===== config.mk =====
export PLATFORM = sky130hd
export DESIGN_NAME = cns_regs
export DESIGN_NICKNAME = d
export VERILOG_FILES = /design/src/cns_pkg.sv /design/src/cns_regs.sv
export VERILOG_INCLUDE_DIRS = /design/src
export SDC_FILE = /design/constraint.sdc
export NUM_CORES = 1
export LEC_CHECK = 0
export BUFFER_PORTS_ARGS = -buffer_cell sky130_fd_sc_hd__buf_4
export CAP_MARGIN = 10
export CORE_MARGIN = 10
export CORE_UTILIZATION = 30
export CTS_BUF_LIST = sky130_fd_sc_hd__clkbuf_2 sky130_fd_sc_hd__clkbuf_4 sky130_fd_sc_hd__clkbuf_8
export DETAILED_ROUTE_END_ITERATION = 12
export PLACE_DENSITY_LB_ADDON = 0.2
export REMOVE_ABC_BUFFERS = 1
export SYNTH_ARGS = -nofsm -noshare
export SYNTH_HDL_FRONTEND = slang
export SYNTH_SLANG_ARGS = --single-unit
export TNS_END_PERCENT = 30

===== constraint.sdc =====
create_clock -name clk_i -period 3.6 [get_ports clk_i]
set_input_delay 0 -clock clk_i [delete_from_list [all_inputs] [get_ports clk_i]]
set_output_delay 0 -clock clk_i [all_outputs]
set_load 0.005 [all_outputs]

===== src/cns_defs.svh =====
`ifndef CNS_DEFS_SVH
`define CNS_DEFS_SVH
// register byte offsets
`define CNS_OFF_DCMP 8'h00
`define CNS_OFF_VEC 8'h04
`define CNS_OFF_FCTL 8'h08
`define CNS_OFF_FPTR 8'h0C
`define CNS_OFF_INTF 8'h10
`define CNS_OFF_INTE 8'h14
`define CNS_OFF_ERRC 8'h18
// field widths, limits, bit positions, masks and reset values
`define CNS_DCNT_W 5
`define CNS_DCNT_MAX 5'h11
`define CNS_DMA_BUFFER_COUNT_LSB 13
`define CNS_FSA_W 5
`define CNS_BO_BIT 13
`define CNS_TX_ERROR_PASSIVE_BIT 12
`define CNS_RX_ERROR_PASSIVE_BIT 11
`define CNS_TXW_BIT 10
`define CNS_RXW_BIT 9
`define CNS_EW_BIT 8
`define CNS_FLAG_MASK 8'hEF
`define CNS_FLAG_RST 8'h00
`define CNS_ENA_RST 8'h00
// interrupt codes
`define CNS_IC_ERR 7'h41
`define CNS_IC_WAKE 7'h42
`define CNS_IC_OVF 7'h43
`define CNS_IC_FIFO 7'h44
`define CNS_IC_NONE 7'h40
`define CNS_IC_RESV 7'h45
// error thresholds
`define CNS_WARN_LVL 9'd96
`define CNS_PASS_LVL 9'd128
`define CNS_BOFF_LVL 9'd256
`define CNS_ERR_MAX 9'h1FF
`endif


===== src/cns_pkg.sv =====
package cns_pkg;
	typedef enum logic [1:0] {
		CNS_IDLE = 2'b01,
		CNS_ACK = 2'b10
	} cns_bus_e;
	typedef struct packed {
		cns_bus_e bus;
		logic ack;
		logic [31:0] dat;
		logic [4:0] dcnt;
		logic [2:0] dma_buffer_count;
		logic [4:0] fifo_start_buffer;
		logic [7:0] flags;
		logic [7:0] ena;
		logic [8:0] tec;
		logic [7:0] rec;
		logic [5:0] est;
		logic [6:0] interrupt_source_code;
		logic irq;
		logic [6:0] bcode;
	} cns_state_s;
endpackage : cns_pkg


===== src/cns_regs.sv =====
`timescale 1ns/1ps
`default_nettype none
`include "cns_defs.svh"
module cns_regs #(
	parameter int unsigned NUM_BUF = 32
) (
	input wire logic clk_i,
	input wire logic rst_i,
	input wire logic cyc_i,
	input wire logic stb_i,
	input wire logic we_i,
	input wire logic [7:0] adr_i,
	input wire logic [3:0] sel_i,
	input wire logic [31:0] dat_i,
	output logic [31:0] dat_o,
	output logic ack_o,
	input wire logic init_mode_i,
	input wire logic listen_only_i,
	input wire logic tec_inc_i,
	input wire logic tec_dec_i,
	input wire logic rec_inc_i,
	input wire logic rec_dec_i,
	input wire logic invalid_msg_i,
	input wire logic wake_i,
	input wire logic fifo_almost_full_i,
	input wire logic rx_overflow_i,
	input wire logic rx_stored_i,
	input wire logic [4:0] rx_buf_i,
	input wire logic tx_done_i,
	input wire logic [4:0] tx_buf_i,
	input wire logic [4:0] matched_filter_number_i,
	input wire logic [5:0] fifo_write_pointer_i,
	input wire logic [5:0] fifo_read_pointer_i,
	output logic [4:0] data_bit_compare_count_o,
	output logic [2:0] dma_buffer_count_o,
	output logic [4:0] fifo_start_buffer_o,
	output logic tx_bus_off_o,
	output logic irq_o
);
	cns_pkg::cns_state_s st_ff;
	cns_pkg::cns_state_s nxt_st;

	// saturating counter step
	function automatic logic [8:0] cns_step(input logic [8:0] v, input logic inc,
		input logic dec, input logic [8:0] top);
		logic [8:0] r;
		r = v;
		if (inc && !dec && v != top)
			r = v + 9'd1;
		else if (dec && !inc && v != 9'd0)
			r = v - 9'd1;
		return r;
	endfunction : cns_step

	// byte-lane write merge for 16-bit registers
	function automatic logic [15:0] cns_merge(input logic [15:0] old, input logic [31:0] d,
		input logic [3:0] s);
		logic [15:0] r;
		r = old;
		if (s[0])
			r[7:0] = d[7:0];
		if (s[1])
			r[15:8] = d[15:8];
		return r;
	endfunction : cns_merge

	logic [15:0] fctl_rd;
	logic [15:0] intf_rd;
	logic [15:0] fctl_wr;
	logic [15:0] intf_wr;
	logic [15:0] inte_wr;
	logic [15:0] dcmp_wr;
	logic wr_hit;
	logic [7:0] ev;
	logic [7:0] pend;
	logic [5:0] est_now;
	logic [8:0] rec_step;

	always_comb begin
		fctl_rd = {st_ff.dma_buffer_count, 8'h00, st_ff.fifo_start_buffer};
		intf_rd = {2'b00, st_ff.est, st_ff.flags & `CNS_FLAG_MASK};
		fctl_wr = cns_merge(fctl_rd, dat_i, sel_i);
		intf_wr = cns_merge(16'hFFFF, dat_i, sel_i);
		inte_wr = cns_merge({8'h00, st_ff.ena}, dat_i, sel_i);
		dcmp_wr = cns_merge({11'h000, st_ff.dcnt}, dat_i, sel_i);
		wr_hit = cyc_i && stb_i && we_i && (st_ff.bus == cns_pkg::CNS_IDLE);
	end

	always_comb begin
		nxt_st = st_ff;
		rec_step = {1'b0, st_ff.rec};
		ev = 8'h00;
		pend = 8'h00;
		est_now = 6'h00;
		// bus slave: one wait state, ack for one cycle
		case (st_ff.bus)
			cns_pkg::CNS_IDLE: begin
				nxt_st.ack = 1'b0;
				if (cyc_i && stb_i) begin
					nxt_st.bus = cns_pkg::CNS_ACK;
					nxt_st.ack = 1'b1;
					case (adr_i)
						`CNS_OFF_DCMP: nxt_st.dat = {27'h0, st_ff.dcnt};
						`CNS_OFF_VEC: nxt_st.dat = {19'h0, matched_filter_number_i, 1'b0,
							st_ff.interrupt_source_code};
						`CNS_OFF_FCTL: nxt_st.dat = {16'h0, fctl_rd};
						`CNS_OFF_FPTR: nxt_st.dat = {18'h0, fifo_write_pointer_i, 2'b00,
							fifo_read_pointer_i};
						`CNS_OFF_INTF: nxt_st.dat = {16'h0, intf_rd};
						`CNS_OFF_INTE: nxt_st.dat = {24'h0, st_ff.ena};
						`CNS_OFF_ERRC: nxt_st.dat = {16'h0, st_ff.tec[7:0], st_ff.rec};
						default: nxt_st.dat = 32'h0;
					endcase
				end
			end
			cns_pkg::CNS_ACK: begin
				nxt_st.bus = cns_pkg::CNS_IDLE;
				nxt_st.ack = 1'b0;
			end
			default: begin
				nxt_st.bus = cns_pkg::CNS_IDLE;
				nxt_st.ack = 1'b0;
			end
		endcase
		if (wr_hit) begin
			case (adr_i)
				`CNS_OFF_DCMP: begin
					if (dcmp_wr[4:0] <= `CNS_DCNT_MAX)
						nxt_st.dcnt = dcmp_wr[4:0];
				end
				`CNS_OFF_FCTL: begin
					if (fctl_wr[15:13] != 3'b111)
						nxt_st.dma_buffer_count = fctl_wr[15:13];
					nxt_st.fifo_start_buffer = fctl_wr[4:0];
				end
				`CNS_OFF_INTF: nxt_st.flags = st_ff.flags & intf_wr[7:0];
				`CNS_OFF_INTE: nxt_st.ena = inte_wr[7:0] & `CNS_FLAG_MASK;
				default: nxt_st.flags = nxt_st.flags;
			endcase
		end
		// error counters
		if (init_mode_i) begin
			nxt_st.tec = 9'h000;
			nxt_st.rec = 8'h00;
		end else if (!listen_only_i) begin
			nxt_st.tec = cns_step(st_ff.tec, tec_inc_i, tec_dec_i, `CNS_BOFF_LVL);
			rec_step = cns_step({1'b0, st_ff.rec}, rec_inc_i, rec_dec_i, 9'h0FF);
			nxt_st.rec = rec_step[7:0];
		end
		est_now[`CNS_BO_BIT - 8] = st_ff.tec >= `CNS_BOFF_LVL;
		est_now[`CNS_TX_ERROR_PASSIVE_BIT - 8] = st_ff.tec >= `CNS_PASS_LVL;
		est_now[`CNS_RX_ERROR_PASSIVE_BIT - 8] = {1'b0, st_ff.rec} >= `CNS_PASS_LVL;
		est_now[`CNS_TXW_BIT - 8] = st_ff.tec >= `CNS_WARN_LVL;
		est_now[`CNS_RXW_BIT - 8] = {1'b0, st_ff.rec} >= `CNS_WARN_LVL;
		est_now[`CNS_EW_BIT - 8] = est_now[2] | est_now[1];
		nxt_st.est = est_now;
		// events: set wins over software clear
		ev[7] = invalid_msg_i;
		ev[6] = wake_i;
		ev[5] = est_now != st_ff.est;
		ev[3] = fifo_almost_full_i;
		ev[2] = rx_overflow_i;
		ev[1] = rx_stored_i;
		ev[0] = tx_done_i;
		nxt_st.flags = (nxt_st.flags | ev) & `CNS_FLAG_MASK;
		if (rx_stored_i)
			nxt_st.bcode = {2'b00, rx_buf_i};
		else if (tx_done_i)
			nxt_st.bcode = {2'b00, tx_buf_i};
		pend = st_ff.flags & st_ff.ena;
		nxt_st.irq = pend != 8'h00;
		// priority error, wake, overflow, fifo, buffers, invalid message (reserved code), none
		if (pend[5])
			nxt_st.interrupt_source_code = `CNS_IC_ERR;
		else if (pend[6])
			nxt_st.interrupt_source_code = `CNS_IC_WAKE;
		else if (pend[2])
			nxt_st.interrupt_source_code = `CNS_IC_OVF;
		else if (pend[3])
			nxt_st.interrupt_source_code = `CNS_IC_FIFO;
		else if (pend[1] || pend[0])
			nxt_st.interrupt_source_code = st_ff.bcode;
		else if (pend[7])
			nxt_st.interrupt_source_code = `CNS_IC_RESV;
		else
			nxt_st.interrupt_source_code = `CNS_IC_NONE;
	end

	always_ff @(posedge clk_i) begin
		if (rst_i) begin
			st_ff <= '0;
			st_ff.bus <= cns_pkg::CNS_IDLE;
			st_ff.interrupt_source_code <= `CNS_IC_NONE;
		end else begin
			st_ff <= nxt_st;
		end
	end

	assign dat_o = st_ff.dat;
	assign ack_o = st_ff.ack;
	assign data_bit_compare_count_o = st_ff.dcnt;
	assign dma_buffer_count_o = st_ff.dma_buffer_count;
	assign fifo_start_buffer_o = st_ff.fifo_start_buffer;
	assign tx_bus_off_o = st_ff.est[`CNS_BO_BIT - 8];
	assign irq_o = st_ff.irq;
endmodule : cns_regs
`default_nettype wire


==> impl_metrics.xml <==
<?xml version="1.0" encoding="UTF-8"?>
<metrics>
  <group name="global_routing">
    <metric name="first_global_vias" unit="">4009</metric>
    <metric name="antenna_violations_before_repair" unit="">0</metric>
    <metric name="grtUsageMet2" unit="">0.209</metric>
    <metric name="groute.layer.met1.usage" unit="">0.160</metric>
    <metric name="grt_start_max_net_pins" unit="">52</metric>
    <metric name="global_route.usage.total" unit="">0.127</metric>
    <metric name="use_met3" unit="">0.0242</metric>
    <metric name="grt_overflow" unit="">0</metric>
    <metric name="grt_first_pass_wirelength" unit="µm">20700</metric>
    <metric name="grt_most_used_layer" unit="">met2</metric>
  </group>
  <group name="detailed_routing">
    <metric name="wl_per_cell" unit="µm">16.6</metric>
    <metric name="via_per_inst" unit="">4.90</metric>
    <metric name="drtAntennaViolNets" unit="">0</metric>
    <metric name="number_of_violations_reported_at_the_end_of_detailed_routing_iteration_0" unit="">250</metric>
    <metric name="router_iterations_before_antenna_repair" unit="">6</metric>
    <metric name="detailroute.via_count" unit="">3901</metric>
    <metric name="detail_route.drc_violations" unit="">0</metric>
    <metric name="wl" unit="µm">13200</metric>
  </group>
  <group name="logic_synthesis">
    <metric name="yosys-top-cells-area" unit="">dfxtp_1 36%, mux2i_1 12%, buf_4 7.6%</metric>
    <metric name="seq_area_frac_synth" unit="">0.357</metric>
    <metric name="dominantRegCellSynth" unit="">dfxtp_1</metric>
    <metric name="asyncSetResetFlopFracSynth" unit="">0</metric>
    <metric name="most_repeated_cell_in_the_gate_level_netlist_after_synthesis" unit="">dfxtp_1</metric>
    <metric name="post_synth_inst_count" unit="">517</metric>
    <metric name="synthTopCellsByCount" unit="">81 x dfxtp_1, 73 x nor2_1, 53 x mux2i_1</metric>
    <metric name="mappedNetlistArea" unit="mm²">0.00454</metric>
    <metric name="post_synth_top_area_cell" unit="">dfxtp_1</metric>
    <metric name="yosysUniqueCellTypes" unit="">61</metric>
    <metric name="synth_enable_flop_cells" unit="">0</metric>
    <metric name="post_synthesis_average_cell_area" unit="µm²">8.78</metric>
    <metric name="synth.top_cell.area_share" unit="">0.357</metric>
    <metric name="synth_seq_cells" unit="">81</metric>
    <metric name="yosysWarnings" unit="">0</metric>
  </group>
  <group name="pwr">
    <metric name="power.internal" unit="W">0.00140</metric>
    <metric name="power" unit="W">0.00191</metric>
    <metric name="clock_power_share" unit="">0.352</metric>
    <metric name="static-leakage-power" unit="nW">2.44</metric>
    <metric name="peakVddDrop" unit="V">0.000142</metric>
    <metric name="power.density_cell_area" unit="mW/mm²">339</metric>
    <metric name="total_switching_power" unit="W">0.000506</metric>
    <metric name="power.share.combinational" unit="">0.159</metric>
    <metric name="net_switching_share_of_the_total_power" unit="">0.265</metric>
    <metric name="share_seq_of_total_power" unit="">0.490</metric>
  </group>
  <group name="critical_path">
    <metric name="cp-start-kind" unit="">flop</metric>
    <metric name="depth_of_the_most_critical_reg_to_reg_path" unit="">11</metric>
    <metric name="critical_path_peak_fanout" unit="">10</metric>
    <metric name="cp.required" unit="ns">3.89</metric>
    <metric name="worstSetupEndpointType" unit="">flop</metric>
    <metric name="timing.rr.end" unit="">st_ff[37]</metric>
    <metric name="rr_startpoint" unit="">st_ff[34]</metric>
    <metric name="critPathArrivalTime" unit="ns">3.46</metric>
    <metric name="worstSetupPathType" unit="">reg2reg</metric>
    <metric name="r2r_setup_slack" unit="ns">0.43</metric>
  </group>
  <group name="worst_hold_path">
    <metric name="timing.hold.worst_endpoint" unit="">dat_o[13]</metric>
    <metric name="timing.hold.worst.class" unit="">in2reg</metric>
    <metric name="whs_path_depth" unit="">4</metric>
    <metric name="hold_start" unit="">fifo_write_pointer_i[5]</metric>
  </group>
  <group name="clocking">
    <metric name="cts_htree_levels" unit="">3</metric>
    <metric name="cts.reportedPaths.clkPinSlew" unit="ns">0.09</metric>
    <metric name="clk_path_buf_depth" unit="">2</metric>
    <metric name="clock_sinks" unit="">81</metric>
    <metric name="clk_latency" unit="ns">0.35</metric>
    <metric name="cts_root_buf" unit="">clkbuf_8</metric>
    <metric name="cts_repair_resize_count" unit="">0</metric>
    <metric name="cts_tree" unit="">done</metric>
    <metric name="cts_inserted_buffers" unit="">9</metric>
  </group>
  <group name="placed_design">
    <metric name="detailed_place_hpwl" unit="µm">9900</metric>
    <metric name="placement.setup.worst_slack" unit="ns">0.475</metric>
    <metric name="place.gp.congestion" unit="">0.826</metric>
    <metric name="numPortBuffers" unit="">96</metric>
  </group>
  <group name="finish">
    <metric name="insertedDiodeCount" unit="">0</metric>
    <metric name="layout-area-overhead-vs-synth" unit="%">24.2</metric>
    <metric name="finalNetCount" unit="">710</metric>
    <metric name="fraction_of_layout_cells_with_a_size_suffix_above_1" unit="">0.211</metric>
  </group>
  <group name="sta">
    <metric name="report.final.slew_viol_count" unit="">0</metric>
    <metric name="report.final.setup_viol" unit="">0</metric>
    <metric name="report.final.hold_viol_count" unit="">0</metric>
    <metric name="fin_hold_ws" unit="ns">0.0167</metric>
    <metric name="final.setup_skew" unit="ns">0.00869</metric>
    <metric name="finalWorstSetupSlack" unit="ns">0.434</metric>
    <metric name="rsz0062_at_grt" unit="">false</metric>
    <metric name="achievable-frequency" unit="MHz">316</metric>
    <metric name="period_needed" unit="ns">3.17</metric>
    <metric name="post-route-period-util" unit="">0.879</metric>
    <metric name="max_slew_margin" unit="">0.386</metric>
    <metric name="fin_tns_setup" unit="ns">0</metric>
    <metric name="worst_pin_slew" unit="ns">0.915</metric>
  </group>
  <group name="floorplan">
    <metric name="die_width" unit="µm">143</metric>
    <metric name="die_area" unit="mm²">0.0204</metric>
    <metric name="placementRows" unit="">44</metric>
    <metric name="die-height" unit="µm">143</metric>
    <metric name="start_util" unit="">0.309</metric>
    <metric name="floorplan.core_area" unit="mm²">0.0147</metric>
    <metric name="pin_count" unit="">136</metric>
  </group>
  <group name="run">
    <metric name="max_cap_violations" unit="">0</metric>
  </group>
  <group name="outcome">
    <metric name="run_status" unit="">finished, final reports clean</metric>
  </group>
</metrics>
repair_timing:
action | CTS | global route
hold endpoints to repair | 35 | 0
hold buffers | 32 | 0
setup buffers | 0 | 0
per-layer routing:
metal	up-vias	wire length, µm
li1	1956	-
met1	1835	6050
met2	102	6250
met3	8	768
met4	0	129
met5	-	0
worst max path at each step:
stage	from	to	slack, ns	cells after the start
after floorplan	st_ff[33]	st_ff[37]	0.81	10
after global placement	st_ff[33]	st_ff[37]	0.57	11
after detailed placement	st_ff[33]	st_ff[37]	0.48	11
after CTS	st_ff[33]	st_ff[37]	0.45	11
after global routing	st_ff[34]	st_ff[37]	0.25	11
final	st_ff[34]	st_ff[37]	0.43	11
flip-flops by register name (all words and copies together), names as in the netlist:
name,cells
st_ff,37
dat_o,16
intf_rd,12
data_bit_compare_count_o,5
fifo_start_buffer_o,5
dma_buffer_count_o,3
ack_o,1
irq_o,1
tx_bus_off_o,1
cell usage in the layout (no fill, tap or decap), drive strengths merged, types with 3 or more instances in the layout:
master and count:
dlygate4sd3 32, mux4 4, a211oi 8, mux2i 53
o21ai 21, nand4b 3, conb 16, xnor2 12
nand2b 6, or3 6, nand3 8, nor3 6
o22ai 10, a21oi 36, buf 98, clkinv 5
or4 3, nor2 74, nand2 22, dfxtp 81
nor4 4, ha 13, clkbuf 10, xor2 3
inv 20, nor2b 4, a22o 11, a22oi 4
a21o 3, and2 3, a31oi 3
power by group through the flow:
stage | combinational [W] | clock (W) | sequential (W)
3_5_place_dp | 0.000271 | 0 | 0.000956
4_1_cts | 0.000303 | 0.000695 | 0.000935
2_1_floorplan | 0.000151 | 0 | 0.000948
5_1_grt | 0.000336 | 0.000734 | 0.000938
6_report | 0.000303 | 0.000672 | 0.000935
3_3_place_gp | 0.000266 | 0 | 0.000955
worst max-delay path: stages (launching register included):
cell and delay [ns]:
dfxtp_1 0.37, or4_1 0.58, o31a_1 0.32, nand2_2 0.20, inv_1 0.09, fa_1 0.41, nor2b_1 0.18, o31a_1 0.18
o211ai_1 0.13, nor4b_1 0.18, or3_1 0.32, a21oi_1 0.13
area by class of cell:
class	instances	area (µm²)
Timing Repair Buffer	130	1060
Clock inverter	6	57.6
Inverter	21	78.8
Multi-Input combinational cell	364	2450
Sequential cell	81	1620
Fill cell	1498	9060
Clock buffer	10	138
Tap cell	184	230
through the flow:
stage,util,instance area [µm²],std cells
after detailed placement,0.348,5120,748
after global routing,0.383,5640,796
after CTS,0.383,5640,796
after global placement,0.348,5120,748
final,0.383,5640,796
after floorplan,-,4150,466
cell families after synthesis:
kind of cell    share of synthesized area
compound gates                      0.163
xor+xnor                           0.0290
fa+ha+maj                          0.0447
buf+inv                             0.114
flops                               0.357
mux                                 0.139
other cells                      0.000826
simple gates                        0.152
No activity file was read; power rests on OpenSTA's default activity.
